**src/shared/lane_steer_defs.vh**
```
// Constants for the external memory data lane steering block
// How it works
// Data accesses only to 32- or 16-bit memory
// 32-bit data uses two 16-bit buses
// 16/8-bit data uses one 16-bit bus
// 32-wide: address 21-2, 32-bit uses all lanes
// Address bit 1 swaps word lanes on 32-wide
// DMA puts 32-bit MSW at even address
// 32-bit on 16-wide: two consecutive low transfers
// Second address is first plus or minus one
// 16-wide: address 21-1, low enables only
// 16-bit write one word, read full width; on 32-wide the code enables only the half picked by bit 1 for reads too
// 16-bit on 32-wide: bit 1 picks half
// Byte write one byte, read like 16-bit
// Byte write 32-wide: bits 1-0 pick lane
// Byte write 16-wide: bit 0 picks lane
// Memory type code sets bus width
// Read data returned in low positions
`ifndef LANE_STEER_DEFS_VH
`define LANE_STEER_DEFS_VH

// Memory type codes
`define MEM_TYPE_ASYNC8 3'h0
`define MEM_TYPE_ASYNC16 3'h1
`define MEM_TYPE_ASYNC32 3'h2
`define MEM_TYPE_SDRAM32 3'h3
`define MEM_TYPE_SBSRAM32 3'h4

// Access size codes
`define SIZE_BYTE 2'h0
`define SIZE_HALF 2'h1
`define SIZE_WORD 2'h2

// Byte-lane enable patterns, active low
`define LANES_ALL 4'h0
`define LANES_NONE 4'hf
`define LANES_UPPER 4'h3
`define LANES_LOWER 4'hc

// Response entry layout: {write, error, hi, lo}
`define RSP_WIDTH 34
`define RSP_WRITE_BIT 33
`define RSP_ERROR_BIT 32

`endif

```
**src/rtl/two_entry_buffer.v**
```verilog
// Two-entry buffer with valid and ready on both sides
`default_nettype none
module two_entry_buffer #(
   parameter WIDTH = 34
) (
   input wire sys_clk,
   input wire reset_n,
   input wire in_valid,
   output reg in_ready,
   input wire [WIDTH-1:0] in_data,
   output reg out_valid,
   input wire out_ready,
   output reg [WIDTH-1:0] out_data
);
   reg [WIDTH-1:0] tail;
   reg [1:0] count;
   reg [1:0] next_count;
   wire push;
   wire pop;

   assign push = in_valid & in_ready;
   assign pop = out_valid & out_ready;

   always @* begin
      next_count = count;
      if (push && !pop) begin
         next_count = count + 2'h1;
      end else if (pop && !push) begin
         next_count = count - 2'h1;
      end
   end

   always @(posedge sys_clk) begin
      if (!reset_n) begin
         count <= 2'h0;
         in_ready <= 1'b0;
         out_valid <= 1'b0;
         out_data <= {WIDTH{1'b0}};
         tail <= {WIDTH{1'b0}};
      end else begin
         count <= next_count;
         in_ready <= (next_count != 2'h2);
         out_valid <= (next_count != 2'h0);
         if (push && !pop) begin
            if (count == 2'h0) begin
               out_data <= in_data;
            end else begin
               tail <= in_data;
            end
         end else if (pop && !push) begin
            out_data <= tail;
         end else if (push && pop) begin
            if (count == 2'h1) begin
               out_data <= in_data;
            end else begin
               out_data <= tail;
               tail <= in_data;
            end
         end
      end
   end
endmodule // two_entry_buffer
`default_nettype wire

```
**src/rtl/lane_steering.v**
```verilog
// Data lane steering between processor buses and external memory
`include "lane_steer_defs.vh"
`default_nettype none
module lane_steering (
   input wire sys_clk,
   input wire reset_n,
   input wire [2:0] memory_type_select,
   input wire req_valid,
   output reg req_ready,
   input wire req_write,
   input wire [1:0] req_size,
   input wire [21:0] req_addr,
   input wire [15:0] req_wdata_hi,
   input wire [15:0] req_wdata_lo,
   output wire rsp_valid,
   input wire rsp_ready,
   output wire rsp_write,
   output wire rsp_error,
   output wire [15:0] rsp_data_hi,
   output wire [15:0] rsp_data_lo,
   output reg mem_strobe,
   output reg mem_write,
   output reg [21:0] mem_addr,
   output reg [3:0] byte_lane_enable_n,
   output reg [31:0] mem_data_out,
   output reg mem_data_oe,
   input wire [31:0] mem_data_in,
   input wire mem_ack
);
   localparam ST_IDLE = 2'h0;
   localparam ST_WAIT = 2'h1;
   localparam ST_PUSH = 2'h2;

   reg [1:0] state;
   reg wide32;
   reg [1:0] size;
   reg a1;
   reg a0;
   reg second;
   reg err;
   reg [15:0] hold_lo;
   reg [15:0] ret_hi;
   reg [15:0] ret_lo;
   reg ack_meta;
   reg ack_sync;
   reg ack_prev;
   reg [31:0] data_meta;
   reg [31:0] data_sync;
   reg buf_push;
   wire buf_ready;
   wire [`RSP_WIDTH-1:0] buf_out;
   wire ack_rise;
   wire type_ok;
   wire type_w32;
   wire [15:0] sel_half;
   wire [7:0] sel_byte;

   // Lane enables for one transfer of the given shape
   function [3:0] lane_enables;
      input w32;
      input [1:0] sz;
      input wr;
      input b1;
      input b0;
      begin
         lane_enables = `LANES_NONE;
         if (!w32) begin
            if (sz == `SIZE_BYTE && wr) begin
               lane_enables = b0 ? 4'he : 4'hd;
            end else begin
               lane_enables = `LANES_LOWER;
            end
         end else if (sz == `SIZE_WORD) begin
            lane_enables = `LANES_ALL;
         end else if (sz == `SIZE_BYTE && wr) begin
            case ({b1, b0})
               2'h0: lane_enables = 4'h7;
               2'h1: lane_enables = 4'hb;
               2'h2: lane_enables = 4'hd;
               default: lane_enables = 4'he;
            endcase
         end else begin
            lane_enables = b1 ? `LANES_LOWER : `LANES_UPPER;
         end
      end
   endfunction

   // Memory type to bus width
   assign type_w32 = (memory_type_select == `MEM_TYPE_ASYNC32) ||
      (memory_type_select == `MEM_TYPE_SDRAM32) ||
      (memory_type_select == `MEM_TYPE_SBSRAM32);
   assign type_ok = type_w32 ||
      (memory_type_select == `MEM_TYPE_ASYNC16);

   assign ack_rise = ack_sync & ~ack_prev;

   // Word and byte isolation from the fetched memory width
   assign sel_half = (wide32 && !a1) ? data_sync[31:16] : data_sync[15:0];
   assign sel_byte = a0 ? sel_half[7:0] : sel_half[15:8];

   // Pin inputs through two flip-flops
   always @(posedge sys_clk) begin
      if (!reset_n) begin
         ack_meta <= 1'b0;
         ack_sync <= 1'b0;
         ack_prev <= 1'b0;
         data_meta <= 32'h0;
         data_sync <= 32'h0;
      end else begin
         ack_meta <= mem_ack;
         ack_sync <= ack_meta;
         ack_prev <= ack_sync;
         data_meta <= mem_data_in;
         data_sync <= data_meta;
      end
   end

   always @(posedge sys_clk) begin
      if (!reset_n) begin
         state <= ST_IDLE;
         req_ready <= 1'b0;
         wide32 <= 1'b0;
         size <= `SIZE_BYTE;
         a1 <= 1'b0;
         a0 <= 1'b0;
         second <= 1'b0;
         err <= 1'b0;
         hold_lo <= 16'h0;
         ret_hi <= 16'h0;
         ret_lo <= 16'h0;
         buf_push <= 1'b0;
         mem_strobe <= 1'b0;
         mem_write <= 1'b0;
         mem_addr <= 22'h0;
         byte_lane_enable_n <= `LANES_NONE;
         mem_data_out <= 32'h0;
         mem_data_oe <= 1'b0;
      end else begin
         mem_strobe <= 1'b0;
         buf_push <= 1'b0;
         case (state)
            ST_IDLE: begin
               req_ready <= 1'b1;
               if (req_valid && req_ready) begin
                  req_ready <= 1'b0;
                  wide32 <= type_w32;
                  size <= req_size;
                  a1 <= req_addr[1];
                  a0 <= req_addr[0];
                  second <= 1'b0;
                  mem_write <= req_write;
                  hold_lo <= req_wdata_lo;
                  ret_hi <= 16'h0;
                  ret_lo <= 16'h0;
                  if (!type_ok || req_size > `SIZE_WORD) begin
                     // Unsupported width or size ends with an error answer
                     err <= 1'b1;
                     state <= ST_PUSH;
                  end else begin
                     err <= 1'b0;
                     mem_strobe <= 1'b1;
                     mem_data_oe <= req_write;
                     byte_lane_enable_n <= lane_enables(type_w32, req_size,
                        req_write, req_addr[1], req_addr[0]);
                     state <= ST_WAIT;
                     if (type_w32) begin
                        mem_addr <= {req_addr[21:2], 2'h0};
                        if (req_size == `SIZE_WORD) begin
                           // Upper lanes carry the even word
                           mem_data_out <= req_addr[1] ?
                              {req_wdata_lo, req_wdata_hi} :
                              {req_wdata_hi, req_wdata_lo};
                        end else if (req_size == `SIZE_HALF) begin
                           mem_data_out <= {req_wdata_lo, req_wdata_lo};
                        end else begin
                           mem_data_out <= {4{req_wdata_lo[7:0]}};
                        end
                     end else begin
                        mem_addr <= {req_addr[21:1], 1'b0};
                        if (req_size == `SIZE_WORD) begin
                           // First transfer carries the most significant word
                           mem_data_out <= {16'h0, req_wdata_hi};
                        end else if (req_size == `SIZE_HALF) begin
                           mem_data_out <= {16'h0, req_wdata_lo};
                        end else begin
                           mem_data_out <= {16'h0, {2{req_wdata_lo[7:0]}}};
                        end
                     end
                  end
               end
            end
            ST_WAIT: begin
               if (ack_rise) begin
                  if (!wide32 && size == `SIZE_WORD && !second) begin
                     // Start the least significant word right away
                     second <= 1'b1;
                     // Data pins mean nothing while the block drives a write
                     ret_hi <= mem_write ? 16'h0 : data_sync[15:0];
                     mem_strobe <= 1'b1;
                     mem_data_out <= {16'h0, hold_lo};
                     if (a1) begin
                        mem_addr <= {mem_addr[21:1] - 21'h1, 1'b0};
                     end else begin
                        mem_addr <= {mem_addr[21:1] + 21'h1, 1'b0};
                     end
                  end else begin
                     mem_data_oe <= 1'b0;
                     byte_lane_enable_n <= `LANES_NONE;
                     state <= ST_PUSH;
                     if (mem_write) begin
                        // Write answers carry zero data
                        ret_lo <= 16'h0;
                     end else if (size == `SIZE_WORD) begin
                        if (!wide32) begin
                           ret_lo <= data_sync[15:0];
                        end else if (a1) begin
                           ret_hi <= data_sync[15:0];
                           ret_lo <= data_sync[31:16];
                        end else begin
                           ret_hi <= data_sync[31:16];
                           ret_lo <= data_sync[15:0];
                        end
                     end else if (size == `SIZE_HALF) begin
                        ret_lo <= sel_half;
                     end else begin
                        ret_lo <= {8'h0, sel_byte};
                     end
                  end
               end
            end
            ST_PUSH: begin
               mem_data_oe <= 1'b0;
               byte_lane_enable_n <= `LANES_NONE;
               // Hold the answer until the buffer has room
               if (buf_ready && !buf_push) begin
                  buf_push <= 1'b1;
                  state <= ST_IDLE;
               end
            end
            default: begin
               state <= ST_IDLE;
            end
         endcase
      end
   end

   two_entry_buffer #(
      .WIDTH(`RSP_WIDTH)
   ) answer_buffer (
      .sys_clk(sys_clk),
      .reset_n(reset_n),
      .in_valid(buf_push),
      .in_ready(buf_ready),
      .in_data({mem_write, err, ret_hi, ret_lo}),
      .out_valid(rsp_valid),
      .out_ready(rsp_ready),
      .out_data(buf_out)
   );

   assign rsp_write = buf_out[`RSP_WRITE_BIT];
   assign rsp_error = buf_out[`RSP_ERROR_BIT];
   assign rsp_data_hi = buf_out[31:16];
   assign rsp_data_lo = buf_out[15:0];
endmodule // lane_steering
`default_nettype wire

```
**config.mk**
```make
export PLATFORM = sky130hd
export DESIGN_NAME = lane_steering
export DESIGN_NICKNAME = d
export VERILOG_FILES = /design/src/rtl/two_entry_buffer.v /design/src/rtl/lane_steering.v
export VERILOG_INCLUDE_DIRS = /design/src /design/src/shared
export SDC_FILE = /design/constraint.sdc
export NUM_CORES = 1
export LEC_CHECK = 0
export BUFFER_PORTS_ARGS = -buffer_cell sky130_fd_sc_hd__buf_2
export CAP_MARGIN = 20
export CORE_MARGIN = 1.5
export CORE_UTILIZATION = 25
export CTS_CLUSTER_DIAMETER = 50
export DETAILED_ROUTE_END_ITERATION = 8
export PLACE_DENSITY = 0.48
export SYNTH_ARGS = -nofsm -noshare
export SYNTH_HDL_FRONTEND = slang
export SYNTH_SLANG_ARGS = --single-unit
export TNS_END_PERCENT = 30
```
**constraint.sdc**
```tcl
create_clock -name sys_clk -period 2.6 [get_ports sys_clk]
set_clock_uncertainty 0.2 [all_clocks]
set_input_delay 0.52 -clock sys_clk [delete_from_list [all_inputs] [get_ports sys_clk]]
set_output_delay 0.52 -clock sys_clk [all_outputs]
set_load 0.05 [all_outputs]
```
==> flow_metrics.tcl <==
set metrics [dict create \
    synth_top_area_cell "dfxtp_1" \
    drv_cap 0 \
    clk-insertion-delay-late_ns 0.57 \
    routed_wl_mm 36.9 \
    routabilityCongestion 0.852 \
    p_leak_nw 6.04 \
    rsz0062_at_grt "yes" \
    peakVddDrop_mv 0.535 \
    max_slew_margin 0.599 \
    yosysSeqAreaShare 0.441 \
    power.density_mw_per_mm2 1050 \
    cp.arrival_ns 2.77 \
    crit_type "reg -> reg" \
    end_kind "register" \
    overflow 0 \
    die_w_um 220 \
    ys_types 67 \
    final_hold_viol_count 0 \
    fin_nets 1729 \
    routedWlPerCell_um 16.4 \
    synth-seq-cells 258 \
    first_pass_iters 5 \
    drt_iter0_markers 595 \
    synthCells 1377 \
    syn-num-nets 1500 \
    synth_area_leaders "dfxtp_1 (44%), a21oi_1 (6.4%), nand2_1 (6.2%)" \
    synthTopCellsByCount "dfxtp_1 (258), nand2_1 (195), a21oi_1 (149)" \
    via_per_inst 4.68 \
    worstSetupStartpointType "register" \
    fp.coreArea_mm2 0.0465 \
    htreeDepth 2 \
    start_util 0.252 \
    synth-edff-count 0 \
    synth_most_common_cell "dfxtp_1" \
    critical_path_required_ns 2.83 \
    fin_hold_ws_ns 0.0157 \
    synth_area_mm2 0.0117 \
    ioPinCount 194 \
    max_freq_ghz 0.394 \
    maxSlewViolCount 0 \
    hp-class "in -> reg" \
    tritoncts "done" \
    syn_avg_cell_area_um2 8.51 \
    final.min_clock_period_ns 2.54 \
    ant_nets 0 \
    grt_pass1_vias 10100 \
    die_h_um 220 \
    postSynth.asyncResetShare 0 \
    ys.flop_type "dfxtp_1" \
    portBuffers 192 \
    syn2layout_area_growth_pct 30.4 \
    synth.top_cell.area_share 0.441 \
    yosysWarnings 0 \
    drive_above_1_share 0.220 \
    outcome "complete, no violations" \
    vias 10500 \
    cts.path.max_buffers 3 \
    clock-root-buffer "clkbuf_16" \
    fillers 4996 \
    critPathMaxFanout 13 \
    grt_max_degree 76 \
    dpl.hpwl_mm 26.8 \
    grt.total_usage 0.152 \
    power_mw 16.1 \
    cts_buffers 40 \
    antenna_found_initial 7 \
    cts.sinks 258 \
    fin_crit_sh 0.975 \
    die_area_mm2 0.0482 \
    route.detailed.drc 0 \
    num_rows 79 \
    worst_pin_slew_ns 0.599 \
    cts.reportedPaths.clkPinSlew_ns 0.06 \
    grt_pass1_wl_mm 57.7 \
    setup_viol 0 \
]
-- report_power, final --
part           switching, mW  internal [mW]
Combinational           3.94           1.82
Clock                   2.06           3.35
Sequential             0.387           4.50
-- routing by layer --
layer,part of all wire,wire length (um),track usage,up-vias
met5,0,0,0,-
met4,0.033,1230,0.0626,0
met3,0.043,1570,0.0253,77
met2,0.44,16300,0.233,217
met1,0.48,17800,0.212,4934
li1,-,-,-,5299
-- cells by family (layout without fill, tap and decap cells) --
family / Yosys count / in the layout / synth area share
buf+inv: 122 / 380 / 0.0463
mux: 74 / 74 / 0.0717
other cells: 1 / 7 / 0.000320
flops: 258 / 258 / 0.441
xor+xnor: 19 / 19 / 0.0142
fa+ha+maj: 26 / 26 / 0.0284
simple gates: 503 / 503 / 0.197
compound gates: 374 / 374 / 0.201
-- registers in the layout, summed over array words and instances, names as in the netlist, 16 cells and up --
| signal | flops |
|---|---|
| hold_lo | 16 |
| data_meta | 32 |
| answer_buffer.tail | 34 |
| mem_data_out | 32 |
| mem_addr | 21 |
| data_sync | 32 |
| answer_buffer.out_data | 34 |
| ret_lo | 16 |
| ret_hi | 16 |
-- timing repair --
item	in CTS	in global routing
resized for setup	4	10
setup buffers	0	0
pin swaps	1	0
endpoints found under the setup margin	1	38
endpoints found under the hold margin	30	0
hold buffers	30	0
-- placed cells by master, fill, tap and decap left out, types with 8 or more instances in the layout --
| master | netlist | final |
|---|---|---|
| nor2_1 | 129 | 129 |
| nand2_1 | 195 | 194 |
| buf_2 | 19 | 192 |
| inv_1 | 23 | 23 |
| nor3_1 | 14 | 14 |
| dfxtp_1 | 258 | 256 |
| buf_4 | 8 | 55 |
| nand3_1 | 37 | 37 |
| a211oi_1 | 48 | 47 |
| a22o_1 | 16 | 16 |
| o21ai_0 | 53 | 52 |
| and2_1 | 72 | 72 |
| a21oi_1 | 149 | 148 |
| o22ai_1 | 11 | 11 |
| a22oi_1 | 24 | 24 |
| nor4_1 | 8 | 8 |
| clkbuf_16 | 0 | 40 |
| mux2i_1 | 66 | 66 |
| xnor2_1 | 10 | 10 |
| xor2_1 | 9 | 9 |
| dlygate4sd3_1 | 0 | 30 |
| ha_1 | 25 | 24 |
| mux4_2 | 8 | 8 |
| o221ai_1 | 9 | 9 |
-- per-stage QoR --
stage                util  area, um^2  worst slack (ns)  cells  setup TNS, ns
floorplan               -       11700            0.0360   1377              0
global placement    0.292       13500            -0.293   2139         -0.293
global route        0.329       15300           -0.0767   2248         -0.358
detailed placement  0.292       13500            -0.261   2139         -0.261
finish              0.329       15300            0.0640   2248              0
CTS                 0.328       15200            0.0166   2240              0
-- worst paths after layout --
| kind | slack, ns | start | depth (start not counted) | endpoint |
|---|---|---|---|---|
| max reg2reg | 0.06 | a1 | 9 | mem_addr[19] |
| min | 0.02 | mem_data_in[19] | 2 | data_meta[19] |
| min reg2reg | 0.22 | data_meta[23] | 1 | data_sync[23] |
| max | 0.06 | a1 | 9 | mem_addr[19] |
-- critical path, cell delays in order (launching register included) --
cell	delay, ns
dfxtp_4	0.44
buf_4	0.21
ha_1	0.32
a21oi_1	0.25
o21a_1	0.18
o21ai_0	0.11
a31o_2	0.28
a21oi_1	0.19
xor2_1	0.16
a21oi_1	0.08
-- area by class of cell --
cell class,instances,area (um^2),share of cell area
Multi-Input combinational cell,997,6080,0.398
Sequential cell,258,5170,0.338
Timing Repair Buffer,284,1810,0.118
Clock buffer,47,1050,0.0685
Tap cell,607,759,0.0497
Clock inverter,24,312,0.0204
Inverter,25,96.3,0.00630
Antenna cell,6,15.0,0.000982
Note: power is estimated with default switching activity, not from simulation.
